File: src/rtl/conv_pkg.sv
package conv_pkg;
  // register indices on the plain register port
  localparam logic [3:0] REG_RESULT_HIGH  = 4'h0;
  localparam logic [3:0] REG_RESULT_LOW   = 4'h1;
  localparam logic [3:0] REG_CHANNEL_GO   = 4'h2;
  localparam logic [3:0] REG_REF_PORT     = 4'h3;
  localparam logic [3:0] REG_FORMAT_CLOCK = 4'h4;
  localparam logic [3:0] REG_IRQ_FLAGS    = 4'h5;
  localparam logic [3:0] REG_IRQ_ENABLES  = 4'h6;
  localparam logic [3:0] REG_IRQ_PRIORITY = 4'h7;
  // field positions
  localparam int CONVERTER_ON_BIT = 0;
  localparam int GO_BIT           = 1;
  localparam int CHANNEL_LSB      = 2;
  localparam int JUSTIFY_BIT      = 7;
  localparam int DONE_FLAG_BIT    = 6;
  // reset values
  localparam logic [7:0] CHANNEL_GO_RST    = 8'h00;
  localparam logic [7:0] REF_PORT_RST      = 8'h00;
  localparam logic [7:0] FORMAT_CLOCK_RST  = 8'h00;
  localparam logic [7:0] IRQ_FLAGS_RST     = 8'h00;
  localparam logic [7:0] IRQ_ENABLES_RST   = 8'h00;
  localparam logic [7:0] IRQ_PRIORITY_RST  = 8'h7f;
  localparam logic [7:0] RESULT_RST        = 8'h00;
  // compare mode pattern for the special event trigger
  localparam logic [3:0] TRIGGER_MODE      = 4'hb;
  // conversion timing in bit periods
  localparam logic [3:0] RESULT_BITS       = 4'ha;
  localparam logic [3:0] ABORT_WAIT_PERIODS = 4'h2;
  // last device clock phase (Q4) of an instruction cycle
  localparam logic [1:0] LAST_PHASE        = 2'h3;

  typedef enum logic [1:0] {IDLE, CONVERT, SWITCHBACK, ABORT_WAIT} conv_state_e;

  typedef struct packed {
    logic [3:0] addr;
    logic [7:0] wdata;
    logic       wr;
    logic       rd;
  } reg_req_s;
endpackage : conv_pkg

File: src/rtl/adc_conversion_trigger_control.sv
// Summary of operation
// - a compare start is taken only with compare mode bits 1011 and the converter on.
// - a trigger sets the go flag and clears the selected timer counter.
// - with the converter off the trigger is ignored but still clears the timer.
// - the result pair is readable in the instruction cycle after completion.
// - the return to sampling happens on the next Q4 phase after conversion ends.
// - the bit period is the device clock divided by the software-selected divider.
// - clearing go during a conversion aborts it and keeps the old result.
// - after an abort the block waits two bit periods then resumes acquisition.
module adc_conversion_trigger_control
  import conv_pkg::*;
#(
  parameter int DIV_WIDTH = 7
)(
  input  wire logic       MCLK_IN,
  input  wire logic       RST_IN,
  input  wire logic [3:0] ADDR_IN,
  input  wire logic [7:0] WDATA_IN,
  input  wire logic       WR_IN,
  input  wire logic       RD_IN,
  output logic      [7:0] RDATA_OUT,
  input  wire logic [3:0] COMPARE_B_MODE_BITS_IN,
  input  wire logic       SPECIAL_TRIGGER_IN,
  input  wire logic       COMPARATOR_HIGH_IN,
  output logic            TIMER_CLEAR_OUT,
  output logic            SAMPLE_CONNECT_OUT,
  output logic      [3:0] CHANNEL_OUT,
  output logic            IRQ_OUT
);
  reg_req_s          req;
  logic        [7:0] channel_go_r;
  logic        [7:0] ref_port_r;
  logic        [7:0] format_clock_r;
  logic        [7:0] irq_flags_r;
  logic        [7:0] irq_enables_r;
  logic        [7:0] irq_priority_r;
  logic        [7:0] result_high_r;
  logic        [7:0] result_low_r;
  logic        [7:0] rdata_r;
  logic        [9:0] sar_r;
  logic        [9:0] sar_nxt;
  logic        [3:0] bit_cnt_r;
  logic [DIV_WIDTH-1:0] div_cnt_r;
  logic [DIV_WIDTH-1:0] div_limit;
  logic        [1:0] phase_r;
  logic              tad_tick;
  logic              comp_sync1_r;
  logic              comp_sync2_r;
  logic              trig_sync1_r;
  logic              trig_sync2_r;
  logic              trig_prev_r;
  logic              trig_pulse;
  logic              trig_start;
  logic              sample_r;
  logic              go_wr_set;
  logic              go_wr_clr;
  logic              done;
  logic              abort;
  conv_state_e       state_r;

  assign req = '{addr: ADDR_IN, wdata: WDATA_IN, wr: WR_IN, rd: RD_IN};

  // comparator and trigger come from outside this clock: two flops each
  always_ff @(posedge MCLK_IN)
  begin
    if (RST_IN)
    begin
      comp_sync1_r <= 1'b0;
      comp_sync2_r <= 1'b0;
      trig_sync1_r <= 1'b0;
      trig_sync2_r <= 1'b0;
      trig_prev_r  <= 1'b0;
    end
    else
    begin
      comp_sync1_r <= COMPARATOR_HIGH_IN;
      comp_sync2_r <= comp_sync1_r;
      trig_sync1_r <= SPECIAL_TRIGGER_IN;
      trig_sync2_r <= trig_sync1_r;
      trig_prev_r  <= trig_sync2_r;
    end
  end

  assign trig_pulse = trig_sync2_r && !trig_prev_r
                      && (COMPARE_B_MODE_BITS_IN == TRIGGER_MODE);
  // timer clears even when the converter is off
  assign TIMER_CLEAR_OUT = trig_pulse;
  assign trig_start = trig_pulse && channel_go_r[CONVERTER_ON_BIT];

  // q phases of the device clock: four MCLK edges make one instruction cycle
  always_ff @(posedge MCLK_IN)
  begin
    if (RST_IN)
      phase_r <= 2'h0;
    else
      phase_r <= phase_r + 2'h1;
  end

  // bit period: divider select n gives 2^(n+1) clocks; longest wins on overflow
  always_comb
  begin
    div_limit = '1;
    if (int'(format_clock_r[2:0]) + 1 < DIV_WIDTH)
      div_limit = DIV_WIDTH'((1 << (int'(format_clock_r[2:0]) + 1)) - 1);
  end

  always_ff @(posedge MCLK_IN)
  begin
    // restart on abort so the wait that follows is two whole bit periods
    if (RST_IN || state_r == IDLE || state_r == SWITCHBACK || abort)
      div_cnt_r <= '0;
    else if (div_cnt_r >= div_limit)
      div_cnt_r <= '0;
    else
      div_cnt_r <= div_cnt_r + 1'b1;
  end
  assign tad_tick = (div_cnt_r >= div_limit);

  assign go_wr_set = req.wr && req.addr == REG_CHANNEL_GO && req.wdata[GO_BIT];
  assign go_wr_clr = req.wr && req.addr == REG_CHANNEL_GO && !req.wdata[GO_BIT];

  // successive approximation: trial bit kept when the comparator says input is higher
  always_comb
  begin
    sar_nxt = sar_r;
    if (!comp_sync2_r && bit_cnt_r != 4'h0)
      sar_nxt[bit_cnt_r - 4'h1] = 1'b0;
    if (bit_cnt_r > 4'h1)
      sar_nxt[bit_cnt_r - 4'h2] = 1'b1;
  end

  // a software clear of go or the converter turned off both end a running conversion
  assign abort = state_r == CONVERT && (go_wr_clr || !channel_go_r[CONVERTER_ON_BIT]);
  assign done = state_r == CONVERT && tad_tick && bit_cnt_r == 4'h1 && !abort;

  always_ff @(posedge MCLK_IN)
  begin
    if (RST_IN)
    begin
      state_r   <= IDLE;
      bit_cnt_r <= 4'h0;
      sar_r     <= 10'h000;
      sample_r  <= 1'b1;
    end
    else
    begin
      unique case (state_r)
        IDLE:
        begin
          if (channel_go_r[GO_BIT] && channel_go_r[CONVERTER_ON_BIT])
          begin
            state_r   <= CONVERT;
            bit_cnt_r <= RESULT_BITS;
            sar_r     <= 10'h200;
            sample_r  <= 1'b0;
          end
        end
        CONVERT:
        begin
          if (go_wr_clr || !channel_go_r[CONVERTER_ON_BIT])
          begin
            state_r   <= ABORT_WAIT;
            bit_cnt_r <= ABORT_WAIT_PERIODS;
          end
          else if (tad_tick)
          begin
            sar_r     <= sar_nxt;
            bit_cnt_r <= bit_cnt_r - 4'h1;
            if (bit_cnt_r == 4'h1)
              state_r <= SWITCHBACK;
          end
        end
        SWITCHBACK:
        begin
          if (phase_r == LAST_PHASE)
          begin
            sample_r <= 1'b1;
            state_r  <= IDLE;
          end
        end
        ABORT_WAIT:
        begin
          if (tad_tick)
          begin
            bit_cnt_r <= bit_cnt_r - 4'h1;
            if (bit_cnt_r == 4'h1)
            begin
              sample_r <= 1'b1;
              state_r  <= IDLE;
            end
          end
        end
      endcase
    end
  end

  // control registers; hardware set of go wins over nothing, done clear wins over trigger
  always_ff @(posedge MCLK_IN)
  begin
    if (RST_IN)
    begin
      channel_go_r   <= CHANNEL_GO_RST;
      ref_port_r     <= REF_PORT_RST;
      format_clock_r <= FORMAT_CLOCK_RST;
      irq_enables_r  <= IRQ_ENABLES_RST;
      irq_priority_r <= IRQ_PRIORITY_RST;
    end
    else
    begin
      if (req.wr && req.addr == REG_CHANNEL_GO)
        channel_go_r <= {2'b00, req.wdata[5:0]};
      if (req.wr && req.addr == REG_REF_PORT)
        ref_port_r <= {2'b00, req.wdata[5:0]};
      if (req.wr && req.addr == REG_FORMAT_CLOCK)
        format_clock_r <= {req.wdata[7], 4'h0, req.wdata[2:0]};
      if (req.wr && req.addr == REG_IRQ_ENABLES)
        irq_enables_r <= req.wdata;
      if (req.wr && req.addr == REG_IRQ_PRIORITY)
        irq_priority_r <= req.wdata;
      if (done)
        channel_go_r[GO_BIT] <= 1'b0;
      else if (trig_start && !go_wr_clr)
        channel_go_r[GO_BIT] <= 1'b1;
      else if (state_r == CONVERT && !channel_go_r[CONVERTER_ON_BIT])
        channel_go_r[GO_BIT] <= 1'b0;
    end
  end

  // result loads in the same edge as done, so the next cycle reads it; aborts leave it
  always_ff @(posedge MCLK_IN)
  begin
    if (RST_IN)
    begin
      result_high_r <= RESULT_RST;
      result_low_r  <= RESULT_RST;
    end
    else if (done)
    begin
      if (format_clock_r[JUSTIFY_BIT])
      begin
        result_high_r <= {6'h00, sar_nxt[9:8]};
        result_low_r  <= sar_nxt[7:0];
      end
      else
      begin
        result_high_r <= sar_nxt[9:2];
        result_low_r  <= {sar_nxt[1:0], 6'h00};
      end
    end
    else
    begin
      if (req.wr && req.addr == REG_RESULT_HIGH)
        result_high_r <= req.wdata;
      if (req.wr && req.addr == REG_RESULT_LOW)
        result_low_r <= req.wdata;
    end
  end

  // flags clear on a read of the flag register, but a same-cycle event survives
  always_ff @(posedge MCLK_IN)
  begin
    if (RST_IN)
      irq_flags_r <= IRQ_FLAGS_RST;
    else
    begin
      if (req.rd && req.addr == REG_IRQ_FLAGS)
        irq_flags_r <= 8'h00;
      else if (req.wr && req.addr == REG_IRQ_FLAGS)
        irq_flags_r <= req.wdata;
      if (done)
        irq_flags_r[DONE_FLAG_BIT] <= 1'b1;
    end
  end

  always_ff @(posedge MCLK_IN)
  begin
    if (RST_IN)
      rdata_r <= 8'h00;
    else if (req.rd)
    begin
      unique case (req.addr)
        REG_RESULT_HIGH:  rdata_r <= result_high_r;
        REG_RESULT_LOW:   rdata_r <= result_low_r;
        REG_CHANNEL_GO:   rdata_r <= channel_go_r;
        REG_REF_PORT:     rdata_r <= ref_port_r;
        REG_FORMAT_CLOCK: rdata_r <= format_clock_r;
        REG_IRQ_FLAGS:    rdata_r <= irq_flags_r;
        REG_IRQ_ENABLES:  rdata_r <= irq_enables_r;
        REG_IRQ_PRIORITY: rdata_r <= irq_priority_r;
        default:          rdata_r <= 8'h00;
      endcase
    end
    else
      rdata_r <= 8'h00;
  end

  assign RDATA_OUT          = rdata_r;
  assign SAMPLE_CONNECT_OUT = sample_r;
  assign CHANNEL_OUT        = channel_go_r[CHANNEL_LSB +: 4];
  assign IRQ_OUT            = |(irq_flags_r & irq_enables_r);
endmodule : adc_conversion_trigger_control

File: config.mk
export PLATFORM = sky130hd
export DESIGN_NAME = adc_conversion_trigger_control
export DESIGN_NICKNAME = d
export VERILOG_FILES = /design/src/rtl/conv_pkg.sv /design/src/rtl/adc_conversion_trigger_control.sv
export SDC_FILE = /design/constraint.sdc
export NUM_CORES = 1
export LEC_CHECK = 0
export ABC_AREA = 1
export BUFFER_PORTS_ARGS = -buffer_cell sky130_fd_sc_hd__buf_2
export CAP_MARGIN = 10
export CORE_AREA = 2 2 77 116
export CTS_CLUSTER_DIAMETER = 30
export CTS_CLUSTER_SIZE = 8
export DETAILED_ROUTE_END_ITERATION = 7
export DIE_AREA = 0 0 79 118
export PLACE_DENSITY = 0.81
export SETUP_SLACK_MARGIN = 0.2
export SYNTH_ARGS = -nofsm -noshare
export SYNTH_HDL_FRONTEND = slang
export SYNTH_SLANG_ARGS = --single-unit
File: constraint.sdc
create_clock -name MCLK_IN -period 2.3 [get_ports MCLK_IN]
set_clock_uncertainty 0.05 [all_clocks]
set_input_delay 0.115 -clock MCLK_IN [delete_from_list [all_inputs] [get_ports MCLK_IN]]
set_output_delay 0.115 -clock MCLK_IN [all_outputs]
set_load 0.02 [all_outputs]
* After elaboration in Yosys (flattened, before gate mapping)
Index checks and enable logic that the tools add are counted.
** Operators by class
- Eq/ne operators :: 21
- Shifts and indexed selects :: 1
- Add/subtract/negate cells :: 6
- $lt $le $gt $ge :: 7
- Bitwise logic cells :: 5
- Reductions and logical operators :: 52
- Mux-type cells :: 41
** Operator list (number)
- one-hot mux 8 bit (8 select lines) :: 1
- 2-to-1 mux 10 bit :: 5
- 2-to-1 mux 8 bit :: 6
- less-than comparator 32 x 4 -> 1 bit (second input constant) :: 1
- logical AND 1 bit :: 23
- 2-to-1 mux 7 bit :: 3
- one-hot mux 10 bit (2 select lines) :: 1
- equality test 4 x 3 -> 1 bit (second input constant) :: 4
- 2-to-1 mux 2 bit :: 8
- 2-to-1 mux 4 bit :: 3
- one-hot mux 4 bit (3 select lines) :: 1
- nonzero test 3 bit :: 4
- AND 10 bit :: 1
- less-than comparator 4 x 5 -> 1 bit (second input constant) :: 2
- inverter 10 bit :: 1
- bitwise OR 10 bit :: 1
- 2-to-1 mux 1 bit :: 9
- AND 8 bit :: 1
- demux 1 bit (select 4 bit) :: 2
- equality test 4 x 1 -> 1 bit (second input constant) :: 2
- equality test 4 x 2 -> 1 bit (second input constant) :: 2
- greater-or-equal comparator 4 x 1 -> 1 bit (second input constant) :: 2
- != test 2 bit (second input constant) :: 4
- one-hot mux 2 bit (4 select lines) :: 1
- 28 further kinds :: 45
** Storage, ports and cells
- Bits of input ports :: 22
- Bits in registers :: 95
- Word-level logic and storage cells :: 155
- Output and inout bits :: 15

* Depth between registers and ports, before layout
- Depth in word-level cells :: 13
- Mapped depth :: 17
- Gate-level depth less buffers :: 16

* Worst setup path after synthesis
Ideal clock, no wire load.
- Kind :: register -> register
- Start point :: reg format_clock_r[1]
- End point :: reg result_high_r[0]
- Required time :: 2141 ps
- Path slack :: 382 ps
- Clock period less this slack :: 1918 ps
- Stages on the path, launching flop included :: 16
- Library setup time :: 109 ps
- Data arrival time :: 1759 ps
- Buffers on the path :: 1
- Cells stage by stage :: dfxtp_1 > inv_1 > nand2_1 > nand2_1 > ha_1 > nand2_1 > inv_1 > a21oi_1 > nand2_2 > nand3_4 > buf_6 > nand3_1 > nand2_1 > inv_2 > nand2_1 > inv_1
** On the way
- Cells in the longest elaborated chain, start to end :: 9
- Elaborated cells on any way between the ends :: 11
- Those cells by class :: add/sub: 2; order compare: 2; shift: 1; mux: 2; reduce/logical: 4
** RTL lines
- start, declared :: RTL line adc_conversion_trigger_control.sv:33 : logic [7:0] format_clock_r;
- start signal, assigned :: RTL line adc_conversion_trigger_control.sv:215 : format_clock_r <= {req.wdata[7], 4'h0, req.wdata[2:0]};
- adder 3 x 1 -> 4 bit (*) :: RTL line adc_conversion_trigger_control.sv:103, adc_conversion_trigger_control.sv:104
- branches (longest 2 deep; another with less-than comparator 32 x 4 -> 1 bit)
- 2-to-1 mux 7 bit (*) :: RTL line adc_conversion_trigger_control.sv:103 : if (int'(format_clock_r[2:0]) + 1 < DIV_WIDTH)
- greater-or-equal comparator 7 bit (*) :: RTL line adc_conversion_trigger_control.sv:117 : assign tad_tick = (div_cnt_r >= div_limit);
- logical AND 1 bit (*) (3 in a row) :: RTL line adc_conversion_trigger_control.sv:134 : assign done = state_r == CONVERT && tad_tick && bit_cnt_r == 4'h1 && !abort;
- 2-to-1 mux 8 bit or nonzero test 2 bit (tied branches)
- end signal, assigned :: RTL line adc_conversion_trigger_control.sv:241 : result_high_r <= {6'h00, sar_nxt[9:8]};
- end signal, assigned :: RTL line adc_conversion_trigger_control.sv:246 : result_high_r <= sar_nxt[9:2];
- end signal, assigned :: RTL line adc_conversion_trigger_control.sv:253 : result_high_r <= req.wdata;
- end, declared :: RTL line adc_conversion_trigger_control.sv:37 : logic [7:0] result_high_r;
Every way passes the cells marked *.
A chain may end at the register's enable or synchronous reset.

* Worst setup path in the final report
- Start point :: reg format_clock_r[1]
- End point :: reg result_high_r[1]
The elaborated chain is that of the path after synthesis.

==> results.sh <==
export IMPL_grt_max_degree=35
export IMPL_grt_pass1_vias=4692
export IMPL_rrSetupSlack_ps=310
export IMPL_crit_fanout=6
export IMPL_clk_latency_ps=350
export IMPL_worstMarginPinSlew_ps=694
export IMPL_ys_seq_area_share_pct=39.2
export IMPL_drive_above_1_share_pct=15.4
export IMPL_synth_ff_type="dfxtp_1"
export IMPL_antenna_found_initial=0
export IMPL_die_w_um=79
export IMPL_n_antenna_cell=0
export IMPL_hp_start="WDATA_IN[6]"
export IMPL_pre_cts_slack_ps=-4.28
export IMPL_avgViaCountPerCell=5.60
export IMPL_io_buffer_count=36
export IMPL_grt_ovfl_total=0
export IMPL_cts_buffers=9
export IMPL_peakVddDrop_mv=0.603
export IMPL_yosysUniqueCellTypes=38
export IMPL_grt_pass1_wl_um=21000
export IMPL_yosys_area_top_type="dfxtp_1"
export IMPL_avgSynthCellArea_um2=6.91
export IMPL_syn_nets=740
export IMPL_start_kind="flop"
export IMPL_start_util_pct=58.4
export IMPL_dpl_hpwl_um=9450
export IMPL_nets=785
export IMPL_worst_endpoint_arrival_ps=2180
export IMPL_finalPower_mw=4.13
export IMPL_ioPinCount=37
export IMPL_max_freq_ghz=0.503
export IMPL_synth_enable_flop_cells=0
export IMPL_dp_cells=831
export IMPL_final_setup_worst_slack_ps=311
export IMPL_grt_setup_unrepaired="no"
export IMPL_timing_rr_end="result_high_r[1]"
export IMPL_fin_cells=860
export IMPL_drc=0
export IMPL_rows=41
export IMPL_hold_depth=3
export IMPL_outcome="completed"
export IMPL_drv_slew=0
export IMPL_cts_root_buffer="clkbuf_16"
export IMPL_p_per_area_mw_per_mm2=746
export IMPL_clock_sinks=95
export IMPL_cts_tree="yes"
export IMPL_required_ps=2500
export IMPL_die_area_mm2=0.00932
export IMPL_dieHeight_um=118
export IMPL_min_period_over_period_pct=86.5
export IMPL_hold_end="irq_priority_r[6]"
export IMPL_gp_congestion=0.946
export IMPL_yosysWarningCount=0
export IMPL_relSlewSlack_pct=53.7
export IMPL_grt_util_all_layers_pct=28.6
export IMPL_crit_chain="inv_2 > nand2_2 > nand2_1 > ha_1 > nand2_2 > nor2_1 > nand2_2 > nand2_4 > nand3_4 > buf_4 > o21ai_1 > nand3_1 > nand2_1 > inv_1"
export IMPL_synth_area_leaders="dfxtp_1 39%, nand2_1 13%, inv_1 7.0%"
export IMPL_core_area_mm2=0.00831
export IMPL_cts_max_path_buffers=2
export IMPL_hold_class="primary input to flop"
export IMPL_synth_area_mm2=0.00486
export IMPL_drt_pass1_iter_count=5
export IMPL_final_hold_viol_count=0
export IMPL_wl_per_cell_um=15.1
export IMPL_end_kind="flop"
export IMPL_cp_common_cell="nand2_2"
export IMPL_max_cap_violations=0
export IMPL_period_needed_ps=1990
export IMPL_final_antenna_net_count=0
export IMPL_routed_wl_um=13000
export IMPL_r2r_start="format_clock_r[1]"
export IMPL_ys_seq_elements=95
export IMPL_yosys_area_top_type_share_pct=39.2
export IMPL_p_leak_nw=2.47
export IMPL_async_flop_share_pct=0
export IMPL_cts_reportedPaths_clkPinSlew_ps=60
export IMPL_drtIter0Drc=363
export IMPL_critical_path_class="flop to flop"
export IMPL_slowest_stage="dfxtp_2"
export IMPL_r2r_cells=14
export IMPL_slowest_delay_ps=360
export IMPL_finalSetupViolCount=0
export IMPL_htree_levels=3
export IMPL_syn_inst=703
export IMPL_vias=4820
export IMPL_area_growth_pct=14.0
==> flip-flops by register name, indices dropped and copies added, names as in the netlist, 7 cells and up <==
name / count
sar_r: 10
RDATA_OUT: 8
irq_enables_r: 8
irq_flags_r: 8
irq_priority_r: 8
result_high_r: 8
result_low_r: 8
div_cnt_r: 7
==> power by group <==
part	total, mW	switching, mW	internal (mW)
Clock	1.41	0.621	0.789
Sequential	1.79	0.0685	1.72
Combinational	0.932	0.638	0.294
==> final cells by class <==
type / count / area (um2)
clock inverter: 3 / 17.5
sequential: 95 / 1910
timing repair buffer: 54 / 334
inverter: 102 / 383
tap: 107 / 134
clock buffer: 13 / 260
fill: 753 / 2770
multi-input combinational: 486 / 2500
==> worst max-delay path, delay by kind of cell (launching register included) <==
family,cells,cell delay (ps)
adder cells (fa/ha/maj),1,280
AND/OR/NAND/NOR,9,850
buffers and inverters,3,270
AO/OA/AOI/OAI,1,70
flip-flops,1,360
==> metrics by stage <==
step                      hold WS [ps]  area [um2]  setup TNS [ps]  util, %
final                             36.4        5540               0     66.6
after global placement             270        5090               0     61.3
after global routing              59.8        5540               0     66.6
after floorplan                    172        4860               0        -
after CTS                         28.3        5450               0     65.6
after detailed placement           287        5090           -4.28     61.3
==> what timing repair did <==
item / 4_1_cts / 5_1_grt
endpoints found under the setup margin: 16 / 39
pin swaps: 2 / 4
hold endpoints to repair: 2 / 0
hold buffers: 2 / 0
setup buffers: 5 / 5
gates cloned: 1 / 0
gates resized for setup: 7 / 24
==> synth_stat cells (all sizes together), types with 4 or more instances <==
cell      n
nand2   173
inv     102
dfxtp    95
o21ai    73
nor2     67
nand3    56
a21oi    49
ha       15
buf      13
o22ai    11
a211oi   10
clkbuf    8
nor3      7
nand4     5
o211ai    4
==> cell families (layout without fill, tap and decap cells) <==
family | Yosys count | after routing | share of synthesized area (%)
other | 1 | 1 | 0.0772
adder cells (fa/ha/maj) | 15 | 15 | 3.86
AO/OA/AOI/OAI | 153 | 153 | 17.5
XOR/XNOR | 4 | 4 | 0.722
AND/OR/NAND/NOR | 312 | 313 | 28.3
buffers and inverters | 123 | 172 | 10.4
flip-flops | 95 | 95 | 39.2
==> worst max path at each step <==
stage / from / endpoint / cells past startpoint
floorplan: format_clock_r[1] / result_high_r[0] / 15
CTS: format_clock_r[1] / result_low_r[7] / 16
detailed placement: format_clock_r[1] / result_high_r[4] / 12
finish: format_clock_r[1] / result_high_r[1] / 14
global placement: format_clock_r[1] / result_high_r[4] / 12
global route: format_clock_r[1] / result_low_r[7] / 15
==> metal layers <==
metal	vias to the layer above	wire length (um)	track usage (%)
met5	-	0	0
li1	2379	-	-
met4	0	719	19.7
met2	178	6780	51.7
met3	53	637	4.83
met1	2210	4840	28.8
==> cells in the final DEF (no fill, tap or decap), drive strengths merged <==
cell type | netlist | routed
nand2 | 173 | 173
inv | 102 | 102
dfxtp | 95 | 95
o21ai | 73 | 73
nor2 | 67 | 67
nand3 | 56 | 57
buf | 13 | 52
a21oi | 49 | 49
ha | 15 | 15
clkbuf | 8 | 13
o22ai | 11 | 11
a211oi | 10 | 10
nor3 | 7 | 7
nand4 | 5 | 5
o211ai | 4 | 4
xnor2 | 2 | 2
nor4 | 2 | 2
xor2 | 2 | 2
clkinv | 0 | 2
dlygate4sd3 | 0 | 2
or2 | 2 | 2
a221oi | 1 | 1
o21a | 1 | 1
o2bb2ai | 1 | 1
o221ai | 1 | 1
a22o | 1 | 1
a32o | 1 | 1
conb | 1 | 1
clkinvlp | 0 | 1
Note: power is estimated with default switching activity, not from simulation.
